===== src/hdl/flu_pkg.sv =====
// Shared types and constants for the framed lane user interface
package flu_pkg;

  // Channel geometry: two lanes of two bytes, one 32-bit user word per clock
  localparam int BYTE_W     = 8;
  localparam int WORD_BYTES = 4;
  localparam int DATA_W     = WORD_BYTES * BYTE_W;
  localparam int PAIR_W     = 2 * BYTE_W;
  localparam int ACC_BYTES  = 2 * WORD_BYTES;
  localparam int ACC_W      = ACC_BYTES * BYTE_W;

  // Control character codes (ctl flag set on the byte)
  localparam logic [7:0] CH_IDLE = 8'hbc;
  localparam logic [7:0] CH_SCP1 = 8'h5c;
  localparam logic [7:0] CH_SCP2 = 8'hfb;
  localparam logic [7:0] CH_ECP1 = 8'hfd;
  localparam logic [7:0] CH_ECP2 = 8'hfe;
  localparam logic [7:0] CH_PAD  = 8'h9c;
  localparam logic [7:0] CH_CC   = 8'hf7;

  // Clock compensation with two-byte lanes
  localparam int         CC_PERIOD_DEF = 5000;
  localparam int         CC_TIMER_W    = 13;
  localparam logic [2:0] CC_CYCLES     = 3'h6;

  typedef struct packed {
    logic                  valid;
    logic                  last;
    logic [WORD_BYTES-1:0] keep;
    logic [DATA_W-1:0]     data;
  } flu_user_word_t;

  typedef struct packed {
    logic [WORD_BYTES-1:0] ctl;
    logic [DATA_W-1:0]     data;
  } flu_beat_t;

  typedef struct packed {
    // Transmit side
    logic                  tx_ready;
    flu_beat_t             tx_beat;
    logic                  in_frame;
    logic                  hold_vld;
    logic [PAIR_W-1:0]     hold;
    logic                  end_gap;
    logic [PAIR_W-1:0]     tail;
    logic [1:0]            tail_ctl;
    logic [CC_TIMER_W-1:0] cc_timer;
    logic                  cc_pend;
    logic [2:0]            cc_left;
    // Receive side
    flu_user_word_t        rx_out;
    logic                  rx_in_frame;
    logic [ACC_W-1:0]      rx_acc;
    logic [3:0]            rx_cnt;
    logic                  lst_pend;
    logic [DATA_W-1:0]     lst_data;
    logic [WORD_BYTES-1:0] lst_keep;
  } flu_state_t;

endpackage : flu_pkg


===== src/hdl/flu_framer.sv =====
// Framing user interface: transmit framer and receive deframer
//
// Behaviour
// - Transmit takes a user word only on a clock edge with ready and valid high.
// - Valid low ignores the input; inside a frame idles go out instead.
// - A word taken outside a frame opens a new frame as its first payload word.
// - Keep gives the valid byte count of the final word, read only with last.
// - Each frame gets a start set before and a stop set after its data.
// - Idle code groups fill every position without user data.
// - Odd byte counts get a pad character to complete the final code group.
// - The last two bytes of each non-final word are held and sent first next beat.
// - After a last word ready drops one cycle to send held bytes and stop set.
// - The transmitter interrupts data flow by itself for clock compensation.
// - Compensation recurs every 5000 clocks, sends six compensation beats and holds ready low for seven clocks.
// - Most significant byte of a word goes out first and is received first.
// - Receiver strips idles, compensation, start and stop sets, assembles words.
// - Receive side has no buffer and no ready input.
// - Receive valid rises with the first word; last rises with the final word.
// - Receive keep gives valid bytes of the final word, defined with last.
// - Receive valid may drop in any cycle, even mid-frame.
// - On a user pause the held bytes still go out on lane 0, idles after.
// - Compensation has no effect before channel up and starts right after.
`timescale 1ns/10ps
module flu_framer
  import flu_pkg::*;
#(
  parameter int CC_PERIOD = CC_PERIOD_DEF
)
(
  // Clock and reset
  input  wire logic           clk_sys,
  input  wire logic           rstn,
  // Channel status from lane logic
  input  wire logic           channel_up,
  // Transmit user port
  input  wire flu_user_word_t tx_user,
  output logic                tx_ready,
  // Channel beats, byte 0 in the top bits
  output flu_beat_t           lane_tx,
  input  wire flu_beat_t      lane_rx,
  // Receive user port
  output flu_user_word_t      rx_user
);

  localparam logic [CC_TIMER_W-1:0] CC_LAST = CC_TIMER_W'(CC_PERIOD - 1);

  flu_state_t st;
  flu_state_t next_st;

  // Number of valid bytes in a final word, keep filled from the top byte
  function automatic logic [2:0] byte_count(input logic [WORD_BYTES-1:0] keep);
    logic [2:0] n;
    n = 3'h0;
    for (int i = 0; i < WORD_BYTES; i++)
    begin
      n = n + {2'h0, keep[i]};
    end
    return n;
  endfunction : byte_count

  function automatic logic [WORD_BYTES-1:0] keep_mask(input logic [3:0] n);
    logic [WORD_BYTES-1:0] m;
    m = 4'hf;
    if (n < 4'h4)
    begin
      m = ~(4'hf >> n);
    end
    return m;
  endfunction : keep_mask

  always_comb
  begin
    logic                  take;
    logic [2:0]            n;
    logic [PAIR_W-1:0]     pre;
    logic [1:0]            pre_ctl;
    logic [BYTE_W-1:0]     b;
    logic [ACC_W-1:0]      acc;
    logic [3:0]            cnt;
    logic                  inf;
    logic                  endf;
    take    = st.tx_ready && tx_user.valid;
    n       = tx_user.last ? byte_count(tx_user.keep) : 3'h4;
    pre     = {CH_IDLE, CH_IDLE};
    pre_ctl = 2'b11;
    b       = '0;
    acc     = st.rx_acc;
    cnt     = st.rx_cnt;
    inf     = st.rx_in_frame;
    endf    = 1'b0;
    next_st = st;
    next_st.tx_beat = '{ctl: 4'hf, data: {CH_IDLE, CH_IDLE, CH_IDLE, CH_IDLE}};
    next_st.rx_out  = '0;

    // Code group in front of the new word: start set, held bytes, or idles
    if (!st.in_frame)
    begin
      pre = {CH_SCP1, CH_SCP2};
    end
    else if (st.hold_vld)
    begin
      pre     = st.hold;
      pre_ctl = 2'b00;
    end

    // Transmit path
    if (take)
    begin
      // Frame starts only on an accepted word; nothing else opens a frame
      next_st.in_frame = 1'b1;
      next_st.tx_beat.data = {pre, tx_user.data[DATA_W-1 -: PAIR_W]};
      next_st.tx_beat.ctl  = {pre_ctl, 2'b00};
      if (n == 3'h1)
      begin
        next_st.tx_beat.data[BYTE_W-1:0] = CH_PAD;
        next_st.tx_beat.ctl[0]           = 1'b1;
      end
      if (!tx_user.last)
      begin
        next_st.hold     = tx_user.data[PAIR_W-1:0];
        next_st.hold_vld = 1'b1;
      end
      else
      begin
        next_st.hold_vld = 1'b0;
        next_st.end_gap  = 1'b1;
        next_st.tail     = {CH_IDLE, CH_IDLE};
        next_st.tail_ctl = 2'b11;
        if (n == 3'h4)
        begin
          next_st.tail     = tx_user.data[PAIR_W-1:0];
          next_st.tail_ctl = 2'b00;
        end
        else if (n == 3'h3)
        begin
          next_st.tail     = {tx_user.data[PAIR_W-1 -: BYTE_W], CH_PAD};
          next_st.tail_ctl = 2'b01;
        end
      end
    end
    else if (st.end_gap)
    begin
      // Ready is low here, so the gap carries the tail and the stop set
      next_st.tx_beat.data = {st.tail, CH_ECP1, CH_ECP2};
      next_st.tx_beat.ctl  = {st.tail_ctl, 2'b11};
      next_st.end_gap      = 1'b0;
      next_st.in_frame     = 1'b0;
    end
    else if (st.hold_vld)
    begin
      next_st.tx_beat.data = {st.hold, CH_IDLE, CH_IDLE};
      next_st.tx_beat.ctl  = 4'b0011;
      next_st.hold_vld     = 1'b0;
    end
    else if (st.cc_pend || st.cc_left != 3'h0)
    begin
      // Held bytes are flushed first so compensation never splits a code group
      next_st.tx_beat.data = {CH_CC, CH_CC, CH_CC, CH_CC};
      if (st.cc_left == 3'h0)
      begin
        next_st.cc_left = CC_CYCLES - 3'h1;
        next_st.cc_pend = 1'b0;
      end
      else
      begin
        next_st.cc_left = st.cc_left - 3'h1;
      end
    end

    // Compensation timer
    if (st.cc_timer == CC_LAST)
    begin
      next_st.cc_timer = '0;
      next_st.cc_pend  = 1'b1;
    end
    else
    begin
      next_st.cc_timer = st.cc_timer + 1'b1;
    end

    // The last compensation beat is still on the channel, so ready waits one more cycle
    next_st.tx_ready = !next_st.end_gap && !next_st.cc_pend && (next_st.cc_left == 3'h0) &&
                       (st.cc_left == 3'h0);

    // Receive path: strip control bytes, left-align data into the accumulator
    for (int i = 0; i < WORD_BYTES; i++)
    begin
      b = lane_rx.data[DATA_W-1-BYTE_W*i -: BYTE_W];
      if (lane_rx.ctl[WORD_BYTES-1-i])
      begin
        if (b == CH_SCP1 && !endf)
        begin
          inf = 1'b1;
        end
        else if (b == CH_ECP1 && inf)
        begin
          inf  = 1'b0;
          endf = 1'b1;
        end
      end
      else if (inf && cnt < 4'(ACC_BYTES))
      begin
        acc[ACC_W-1-BYTE_W*int'(cnt) -: BYTE_W] = b;
        cnt = cnt + 4'h1;
      end
    end
    next_st.rx_in_frame = inf;

    // No ready from the user: each word is offered once, valid may gap anywhere
    if (st.lst_pend)
    begin
      next_st.rx_out   = '{valid: 1'b1, last: 1'b1, keep: st.lst_keep, data: st.lst_data};
      next_st.lst_pend = 1'b0;
    end
    else if (endf && cnt != 4'h0)
    begin
      if (cnt > 4'(WORD_BYTES))
      begin
        next_st.rx_out   = '{valid: 1'b1, last: 1'b0, keep: 4'hf, data: acc[ACC_W-1 -: DATA_W]};
        next_st.lst_data = acc[DATA_W-1:0];
        next_st.lst_keep = keep_mask(cnt - 4'h4);
        next_st.lst_pend = 1'b1;
      end
      else
      begin
        next_st.rx_out = '{valid: 1'b1, last: 1'b1, keep: keep_mask(cnt), data: acc[ACC_W-1 -: DATA_W]};
      end
      acc = '0;
      cnt = 4'h0;
    end
    else if (cnt > 4'(WORD_BYTES))
    begin
      // A full word waits for a fifth byte so the final word can carry last
      next_st.rx_out = '{valid: 1'b1, last: 1'b0, keep: 4'hf, data: acc[ACC_W-1 -: DATA_W]};
      acc = acc << DATA_W;
      cnt = cnt - 4'h4;
    end
    next_st.rx_acc = acc;
    next_st.rx_cnt = cnt;

    // Nothing runs before channel up; compensation timing starts at channel up
    if (!channel_up)
    begin
      next_st         = '0;
      next_st.tx_beat = '{ctl: 4'hf, data: {CH_IDLE, CH_IDLE, CH_IDLE, CH_IDLE}};
    end
  end

  always_ff @(posedge clk_sys)
  begin
    if (!rstn)
    begin
      st <= '0;
    end
    else
    begin
      st <= next_st;
    end
  end

  assign tx_ready = st.tx_ready;
  assign lane_tx  = st.tx_beat;
  assign rx_user  = st.rx_out;

endmodule : flu_framer


===== config.mk =====
export PLATFORM = sky130hd
export DESIGN_NAME = flu_framer
export DESIGN_NICKNAME = d
export VERILOG_FILES = /design/src/hdl/flu_pkg.sv /design/src/hdl/flu_framer.sv
export SDC_FILE = /design/constraint.sdc
export NUM_CORES = 1
export LEC_CHECK = 0
export ABC_AREA = 1
export BUFFER_PORTS_ARGS = -buffer_cell sky130_fd_sc_hd__buf_4
export CAP_MARGIN = 20
export CORE_MARGIN = 10
export CORE_UTILIZATION = 55
export DETAILED_ROUTE_END_ITERATION = 10
export HOLD_SLACK_MARGIN = 0.1
export PLACE_DENSITY = 0.76
export SETUP_SLACK_MARGIN = 0.4
export SLEW_MARGIN = 40
export SYNTH_ARGS = -nofsm -noshare
export SYNTH_HDL_FRONTEND = slang
export SYNTH_SLANG_ARGS = --single-unit

===== constraint.sdc =====
create_clock -name clk_sys -period 4.5 [get_ports clk_sys]
set_clock_uncertainty 0.1 [all_clocks]
set_input_delay 0.225 -clock clk_sys [delete_from_list [all_inputs] [get_ports clk_sys]]
set_output_delay 0.225 -clock clk_sys [all_outputs]
set_load 0.01 [all_outputs]

# [Yosys cells after proc, flatten, opt, wreduce, memory -nomap -nowiden]
# Cells that the tools add are included.
[totals] in_bits=77 elab_cells=202 reg_bits=235
[classes] n_reduce_logical=33 bitwise=7 n_shift=10 order_cmp=7 n_eq_ne=13 n_addsub=18 mux=91
[op_table] operator="$mux 64" n=11
[op_table] operator="$shift 8x33->71 const A" n=4
[op_table] operator="$shiftx 8x33->71" n=4
[op_table] operator="$bwmux 64" n=4
[op_table] operator="$mux 234" n=1
[op_table] operator="$mux 38" n=4
[op_table] operator="$neg 8->33" n=4
[op_table] operator="$mux 37" n=3
[op_table] operator="$mux 36" n=2
[op_table] operator="$mux 4" n=18
[op_table] operator="$mux 16" n=4
[op_table] operator="$mux 18" n=3
[op_table] operator="$eq 8x7->1 const B" n=4
[op_table] operator="$eq 8x8->1 const B" n=4
[op_table] operator="$mux 1" n=32
[op_table] operator="$mux 32" n=1
[op_table] operator="$sub 6x7->8 const A" n=4
[op_table] operator="$mux 31" n=1
[op_table] operator="$mux 19" n=1
[op_table] operator="$add 4x1->4 const B" n=4
[op_table] operator="$logic_and 1x1->1" n=16
[op_table] operator="$lt 4x4->1 const B" n=4
[op_table] operator="$add 13x1->13 const B" n=1
[op_table] operator="$eq 13x13->1 const B" n=1
[op_table] operator="other kinds (28)" n=44

# [Logic depth before layout (Yosys ltp)]
# Gate-level depths: netlist (run 1).
[logic_depth] word_depth=24 depth_mapped=26 mapped_depth_nobuf=26

# [Least setup slack after synthesis (run 1)]
# Ideal clock, no wire load.
[synth_timing] kind="reg-to-reg" from="reg st[37] (netlist name)" to="reg st[24] (netlist name)" arrival_time_ps=3200 synth_period_minus_slack_ps=3414 required_time_ps=4287 slack_ps=1086 n_path_buf=1 stages_incl_launch_ff=23 cell_sequence="dfxtp_1 -> ha_1 -> inv_1 -> o21ai_2 -> ha_1 -> inv_1 -> o21ai_2 -> ha_1 -> nand2_1 -> o21ai_2 -> inv_1 -> nor2_1 -> nand2_2 -> nand2_1 -> inv_1 -> ha_1 -> inv_1 -> nand3_2 -> nand2_2 -> clkbuf_1 -> o21bai_1 -> nand2_1 -> nor2_1"
[synth_via] elab_chain_cells=19
[synth_lines] item="start: declaration" line="flu_framer.sv:47" text="flu_state_t st;"
[synth_lines] item="start signal: assignment" line="flu_framer.sv:257" text="st <= next_st;"
[synth_lines] item="branches (longest 19 deep; another with $lt 4x4->1)"
# Parallel ways; which one is timed is not known.
# A chain may end at the register's enable or synchronous reset.

# [Worst setup path in the final report (run 1)]
[layout_timing] from="reg st[37] (netlist name)" to="reg st[71] (netlist name)"
[layout_via] elab_chain_cells=21
[layout_lines] item="$lt 4x4->1" line="flu_framer.sv:201" text="else if (inf && cnt < 4'(ACC_BYTES))"
[layout_lines] item="$logic_and 1x1->1" line="flu_framer.sv:201"
[layout_lines] item="$mux 4" line="flu_framer.sv:201"
[layout_lines] item="$mux 4" line="flu_framer.sv:189" text="if (lane_rx.ctl[WORD_BYTES-1-i])"
[layout_lines] item="$lt 4x4->1" line="flu_framer.sv:201"
[layout_lines] item="$logic_and 1x1->1" line="flu_framer.sv:201"
[layout_lines] item="$mux 4" line="flu_framer.sv:201"
[layout_lines] item="$mux 4" line="flu_framer.sv:189"
[layout_lines] item="[... 5 more ...]"
[layout_lines] item="$neg 8->33" line="flu_framer.sv:203" text="acc[ACC_W-1-BYTE_W*int'(cnt) -: BYTE_W] = b;"
[layout_lines] item="$shiftx 8x33->71 / $shift 8x33->71 (equally long branches)" line="flu_framer.sv:203"
[layout_lines] item="$bwmux 64" line="flu_framer.sv:203"
[layout_lines] item="$mux 64" line="flu_framer.sv:201"
[layout_lines] item="$mux 64" line="flu_framer.sv:189"
[layout_lines] item="$mux 64" line="flu_framer.sv:231" text="else if (cnt > 4'(WORD_BYTES))"
[layout_lines] item="$mux 64" line="flu_framer.sv:215" text="else if (endf && cnt != 4'h0)"
[layout_lines] item="$mux 64 (*)" line="flu_framer.sv:210" text="if (st.lst_pend)"
# Mark *: on every way between the ends. The rest lies on a longest branch, timed or not.

==> results.md, run 1 <==
* Post-DP Area at between 0.01 and 0.015 mm^2
* Setup TNS at 0 ns
* Hold Path Sink: st[90]
* Startpoint type of the worst setup path: flop
* Mapped Area at between 0.01 and 0.015 mm^2
* Leak pwr at just under 7 nW
* Max incr delay on CP at between 0.3 and 0.4 ns
* Post-synth top area cell: dfxtp_1
* Largest net degree at the start of global routing at 78
* Drt via density at around 5.8
* Status: complete, no violations
* Seq cells post-synth at 235
* GR peak layer: met2
* Final Max Tran Viols at 0
* Hold Violations, Final at 0
* Overflow after GRT at 0
* CP Data Arrival Time at 4.27 ns
* DR vias at 13290
* Post-synth top area share at 0.3691
* H-tree depth at 1
* Num ports at 152
* Worst-Margin Slew at 0.8351 ns
* Cells after DPL at 2189
* Family with the most delay on the worst path: adder cells
* Layout cell share with drive strength beyond 1 at 0.1525
* Row cnt at 55
* Reg-to-Reg End: st[71]
* Reg2reg setup slack at around 0.61 ns
* Max-Cap Viols at 0
* Cells on worst reg2reg path at 23
* Die height at between 150 and 200 um
* Buffers and inverters on the worst path at 7
* Area of the core at between 0.02 and 0.025 mm^2
* Worst-path maximum fanout at 18
* Final Cycle Share at 0.8650
* Die X at around 170 um
* # nets final at ~2100
* Routability cong. at 1.055
* RSZ-0062 raised after global routing: no
* Most used DFF post-synth: dfxtp_1
* Clk_lat worst skew at roughly 0.54 ns
* Final worst path period need at ~4 ns
* Clock Root Buffer: clkbuf_16
* Req. time, crit path at between 4 and 5 ns
* Crit-path cells: ha_1 -> inv_1 -> o21ai_4 -> ha_1 -> inv_1 -> o21ai_4 -> ha_1 -> nand2_1 -> o21ai_4 -> ha_1 -> nand4_1 -> nand2_1 -> nand2_2 -> inv_1 -> ha_1 -> inv_1 -> nand3_2 -> nand3_4 -> inv_2 -> nor2_4 -> inv_2 -> buf_4 -> nor2_1
* First-pass GRT wire length at roughly 70 mm
* Avg Cell Area, Syn at between 6 and 7 um^2
* TritonRoute pass-1 iters at 6
* Final Cell Area at 0.01518 mm^2
* HP Class: in -> reg
* CP endpoint kind: flop
* Met3 Use GR at 0.04811
* GR Layer Usage met1 at 0.3716
* CTS Sinks at 235
* Final Setup Violations at 0
* Area Overhead vs Synth at 19.08%
* Clock tree buffer depth at 3
* Util after Layout at 0.6683
* Rel. slew slack at 0.4412
* Clock Pin Slew Worst Setup and Hold Paths at 0.07 ns
* Critical path's most frequent cell: ha_1
* Most frequent cells in the layout: 489 x nand2_1, 231 x dfxtp_1, 206 x nor2_1
* Drc violations at 0
* GRT Total Usage at 0.3035
* Starting Density at 0.5612
* Final WL at approximately 47 mm
* Syn_nets at just under 2000
* Achievable Freq at ~260 MHz
* Asr flop ratio synth at 0
* Top post-synthesis cells by area: dfxtp_1 37%, nand2_1 15%, nor2_1 6.1%, o21ai_0 6.0%, o211ai_1 5.4%
* Vias in the first global route at about 13000
* 1st-iter DRT viols at about 1400
* Reg2reg start: st[37]
* Initial antenna violation count at 1
* Synth warn at 0
* Seq/Total Area, Yosys at 0.3691
* Synth unique cells at 47
* Cells after Synth at around 1900
* Power Density at 297.5 mW/mm^2
* Post-route ant nets at 0
* Port-buffer cells at 151
* Num CTS Buffers at 25
* Commonest non-fill, non-tap cell in the layout: nand2_1
* Routed len/inst at ~20 um
* EDFF count, synth at 0
* Die footprint at around 0.03 mm^2
* Hold path start: lane_rx[9]
* Layout Cells excl Fill at approximately 2300
* Slowest cell on crit path: dfxtp_2
* Dpl hpwl at 32.64 mm
* Worst Hold Depth at 5
* Clock tree from TritonCTS: done
* CP Class: reg -> reg
* Maximum vdd drop at between 0.3 and 0.4 mV
* Met2 Use GR at 0.5184
-- final cells by class --
class,instances,area (um^2)
flip-flops and latches,235,4710
well taps,285,356.6
fillers,1943,7533
inverters,178,670.6
repair buffers,250,2079
diodes,1,2.502
multi-input cells,1305,6553
clock inverters,9,97.59
clock buffers,36,706.9
-- cells in the mapped netlist, types with 12 or more instances --
master and instances:
inv_1 164, o21bai_1 29, o211ai_1 91, buf_2 16, nor2_1 208, nand3_1 65
clkbuf_1 59, dfxtp_1 235, a21oi_1 87, o21ai_1 22, nand2_1 494, nand4_1 16
inv_2 12, o21ai_0 154, nor3_1 23, buf_4 79
-- power by group --
group	internal, mW	total, mW	switching (mW)
registers	2.10	2.11	0.00864
logic	0.138	0.367	0.228
clock network	1.16	2.04	0.878
-- worst max path at each step --
stage / from / end / slack, ns / cells after the start
floorplan: st[37] / st[24] / 1.09 / 22
global placement: st[40] / st[39] / 0.36 / 23
detailed placement: st[40] / st[39] / 0.28 / 23
CTS: st[40] / st[21] / 0.40 / 24
global route: st[40] / st[72] / 0.37 / 25
finish: st[37] / st[71] / 0.61 / 23
-- through the flow --
step           hold slack [ns]  setup WS, ns  total power [mW]
3_3_place_gp            0.3172        0.3579             2.461
4_1_cts                 0.1435        0.4046             4.501
2_1_floorplan           0.2323         1.086             2.312
5_1_grt                 0.1576        0.3737             4.633
6_report                0.1636        0.6074             4.516
3_5_place_dp            0.3240        0.2814             2.463
-- routing by layer --
| layer | wire length, um | vias up |
|---|---|---|
| li1 | - | 6306 |
| met1 | 18060 | 6147 |
| met2 | 22240 | 678 |
| met3 | 4173 | 156 |
| met4 | 2186 | 0 |
| met5 | 0 | - |
-- cells by family after synthesis --
group | synth area share
AO/OA/AOI/OAI | 0.1936
adder cells (fa/ha/maj) | 0.01237
buffers and inverters | 0.1259
flip-flops | 0.3691
multiplexers | 0.01414
AND/OR/NAND/NOR | 0.2849
-- state kept, by name, indices dropped and copies added, names as in the netlist --
name / flops
st: 160
rx_user: 38
tx_ready: 1
lane_tx: 36
-- timing repair --
item	4_1_cts	5_1_grt
endpoints found under the setup margin	90	143
hold buffers	56	0
setup buffers	0	7
hold endpoints to repair	63	0
pin swaps	0	6
gates resized for setup	6	24
gates cloned	0	1
-- worst reg2reg max path, stage by stage, from the launching register on --
cell and delay (ns):
dfxtp_2 0.34, ha_1 0.27, inv_1 0.06, o21ai_4 0.22, ha_1 0.26, inv_1 0.11
o21ai_4 0.10, ha_1 0.29, nand2_1 0.11, o21ai_4 0.08, ha_1 0.21, nand4_1 0.09
nand2_1 0.08, nand2_2 0.14, inv_1 0.08, ha_1 0.22, inv_1 0.11, nand3_2 0.15
nand3_4 0.13, inv_2 0.08, nor2_4 0.20, inv_2 0.06, buf_4 0.21, nor2_1 0.13
Note: power is estimated with default switching activity, not from simulation.
==> inputs of run 2 (changes only) <==
--- a/config.mk
+++ b/config.mk
@@ -11,9 +11,12 @@
 export CORE_MARGIN = 10
 export CORE_UTILIZATION = 55
 export DETAILED_ROUTE_END_ITERATION = 10
+export GPL_TIMING_DRIVEN = 0
 export HOLD_SLACK_MARGIN = 0.1
 export PLACE_DENSITY = 0.76
+export RECOVER_POWER = 50
 export SETUP_SLACK_MARGIN = 0.4
+export SKIP_CTS_REPAIR_TIMING = 1
 export SLEW_MARGIN = 40
 export SYNTH_ARGS = -nofsm -noshare
 export SYNTH_HDL_FRONTEND = slang
==> run 2 against run 1 <==
Via count grew 5.6%. Clock power grew 5%. Power grew 2.5%. Routed wire length grew 9.0%. Final cell count grew 4.7%. Combinational power grew 4%. Clock-buffer cell count shrank 3. Critical endpoint is now st[104]. Largest power group is now clock.
==> results.md, run 2 (synthesis gave the netlist of run 1 again) <==
* Switching Fraction at 0.2536 (was 0.2468)
* Rel. slew slack at 0.2849 (was 0.4412)
* CTS Sinks at 235 (unchanged)
* Reg-to-Reg End: st[104] (was st[71])
* CP Data Arrival Time at 4.40 ns (was 4.27 ns)
* Clock Root Buffer: clkbuf_16 (unchanged)
* Multi-input gate area at 0.006525 mm^2 (was 0.006553 mm^2)
* Drc violations at 0 (unchanged)
* Layout cell share with drive strength beyond 1 at 0.1429 (was 0.1525)
* Clk_lat worst skew at 0.55 ns (was 0.54 ns)
* # nets final at 2193 (was 2084)
* Commonest non-fill, non-tap cell in the layout: nand2_1 (unchanged)
* CP Capture Point: st[104] (was st[71])
* Die X at 172.2 um (unchanged)
* Setup TNS at 0 ns (unchanged)
* Worst-Margin Slew at 1.073 ns (was 0.8351 ns)
* Drt via density at 5.828 (was 5.779)
* Combinational Power Share at 0.082 (was 0.081)
* Met2 Use GR at 0.4997 (was 0.5184)
* Seq pwr share at 0.456 (was 0.468)
* Reg2reg setup slack at 0.47 ns (was 0.61 ns)
* Req. time, crit path at 4.87 ns (was 4.88 ns)
* Critical path startpoint: st[37] (unchanged)
* Clock tree from TritonCTS: done (unchanged)
* CP endpoint kind: flop (unchanged)
* Row cnt at 55 (unchanged)
* Num ports at 152 (unchanged)
* Final Power at 4.627 mW (was 4.516 mW)
* Cells on worst reg2reg path at 21 (was 23)
* Routed len/inst at 21.13 um (was 20.30 um)
* Filler instances at 2041 (was 1943)
* Dpl hpwl at 37.05 mm (was 32.64 mm)
* Met3 Use GR at 0.08026 (was 0.04811)
* Clock share of power at 0.462 (was 0.451)
* Buffers and inverters on the worst path at 3 (was 7)
* Area Overhead vs Synth at 20.86% (was 19.08%)
* Most frequent cells in the layout: 488 x nand2_1, 231 x dfxtp_1, 204 x nor2_1 (was 489 x nand2_1, 231 x dfxtp_1, 206 x nor2_1)
* Die height at 172.2 um (unchanged)
* Final WL at 50.87 mm (was 46.66 mm)
* Reg2reg start: st[37] (unchanged)
* NetSw at 1.173 mW (was 1.115 mW)
* HP Class: in -> reg (unchanged)
* Hold path start: lane_rx[10] (was lane_rx[9])
* GRT Total Usage at 0.3195 (was 0.3035)
* First-pass GRT wire length at 73.21 mm (was 70.54 mm)
* GR Layer Usage met1 at 0.4076 (was 0.3716)
* GR peak layer: met2 (unchanged)
* Max-Cap Viols at 0 (unchanged)
* Internal power at 3.453 mW (was 3.401 mW)
* Post-route ant nets at 0 (unchanged)
* Clock tree buffer depth at 3 (unchanged)
* Max incr delay on CP at 0.38 ns (was 0.34 ns)
* Startpoint type of the worst setup path: flop (unchanged)
* RSZ-0062 raised after global routing: yes (was no)
* FF+latch area at 0.004717 mm^2 (was 0.004710 mm^2)
* Final Cycle Share at 0.8954 (was 0.8650)
* TritonRoute pass-1 iters at 6 (unchanged)
* DR vias at 14030 (was 13290)
* Max reg flops at 160 (unchanged)
* Slowest cell on crit path: dfxtp_4 (was dfxtp_2)
* Routability cong. at 1.047 (was 1.055)
* Maximum vdd drop at 0.3269 mV (was 0.3247 mV)
* 1st-iter DRT viols at 1788 (was 1427)
* Status: complete, no violations (unchanged)
* Die footprint at 0.02966 mm^2 (unchanged)
* Crit-path cells: ha_1 -> inv_1 -> o21ai_4 -> ha_1 -> inv_1 -> o21ai_4 -> ha_2 -> nand2_1 -> o21ai_2 -> ha_1 -> nand4_1 -> nand2_1 -> nand2_2 -> ha_1 -> nand3_2 -> nand3_4 -> nand2_2 -> nor2_4 -> buf_4 -> nand2_1 -> nand2_1 (was ha_1 -> inv_1 -> o21ai_4 -> ha_1 -> inv_1 -> o21ai_4 -> ha_1 -> nand2_1 -> o21ai_4 -> ha_1 -> nand4_1 -> nand2_1 -> nand2_2 -> inv_1 -> ha_1 -> inv_1 -> nand3_2 -> nand3_4 -> inv_2 -> nor2_4 -> inv_2 -> buf_4 -> nor2_1)
* Final Setup Violations at 0 (unchanged)
* Initial antenna violation count at 1 (unchanged)
* Num CTS Buffers at 25 (unchanged)
* Starting Density at 0.5612 (unchanged)
* Largest net degree at the start of global routing at 16 (was 78)
* Area of the core at 0.02271 mm^2 (unchanged)
* Layout Cells excl Fill at 2407 (was 2299)
* Port-buffer cells at 149 (was 151)
* CP Depth at 21 (was 23)
* Worst-path maximum fanout at 10 (was 18)
* Leak pwr at 6.820 nW (was 6.762 nW)
* CP Class: reg -> reg (unchanged)
* Achievable Freq at 248.2 MHz (was 256.9 MHz)
* Overflow after GRT at 0 (unchanged)
* Clock Pin Slew Worst Setup and Hold Paths at 0.06 ns (was 0.07 ns)
* H-tree depth at 1 (unchanged)
* Final Max Tran Viols at 0 (unchanged)
* Power Density at 300.4 mW/mm^2 (was 297.5 mW/mm^2)
* Vias in the first global route at 12700 (was 12570)
* Final worst path period need at 4.029 ns (was 3.893 ns)
* Hold Violations, Final at 0 (unchanged)
* Family with the most delay on the worst path: adder cells (unchanged)
* Cells after DPL at 2311 (was 2189)
* Most flops, register: st (unchanged)
run 2: per-stage QoR:
stage / cell area, um^2 / util / hold WS [ns] / setup WS [ns]
floorplan: 12740 / - / 0.2323 / 1.086
global placement: 14220 / 0.6262 / 0.3154 / 0.1349
CTS: 15070 / 0.6637 / -0.2421 / 0.008870
detailed placement: 14230 / 0.6268 / 0.3222 / 0.06615
global route: 15400 / 0.6783 / 0.1100 / 0.2962
finish: 15400 / 0.6783 / 0.06307 / 0.4705
run 2: tightest hold or removal path, cell delays in order:
cell and delay [ns]:
buf_4 0.11, nand2_1 0.05, nand3_1 0.07, nand2_1 0.05
inv_1 0.07, nand2_1 0.05, nand2_1 0.05
run 2: cell type report:
type                            instances  share of cell area
Clock inverter                         11            0.009341
Inverter                              178             0.04370
Sequential cell                       235              0.3062
Antenna cell                            1           0.0001625
Timing Repair Buffer                  200             0.08586
Multi-Input combinational cell       1305              0.4236
Clock buffer                           33             0.04516
Buffer                                159             0.06279
Tap cell                              285             0.02315
run 2: worst min path at each step:
stage / slack, ns / end / cells past startpoint
final: 0.06 / st[99] / 7
after detailed placement: 0.32 / lane_tx[13] / 3
after floorplan: 0.23 / lane_tx[10] / 2
after global placement: 0.32 / lane_tx[13] / 3
after CTS: -0.24 / lane_tx[13] / 3
after global routing: 0.11 / st[99] / 7
run 2: metal layers:
layer | part of all wire | routed length [um] | vias up
met5 | 0 | 0 | -
met3 | 0.12 | 5951 | 182
met1 | 0.38 | 19420 | 6437
met2 | 0.45 | 22770 | 887
met4 | 0.054 | 2722 | 0
li1 | - | - | 6523
run 2: power by group through the flow:
stage	clock network, mW	registers, mW	logic (mW)
global route	2.21	2.11	0.395
detailed placement	0	2.16	0.340
floorplan	0	2.15	0.157
finish	2.14	2.11	0.381
CTS	2.13	2.11	0.344
global placement	0	2.16	0.337
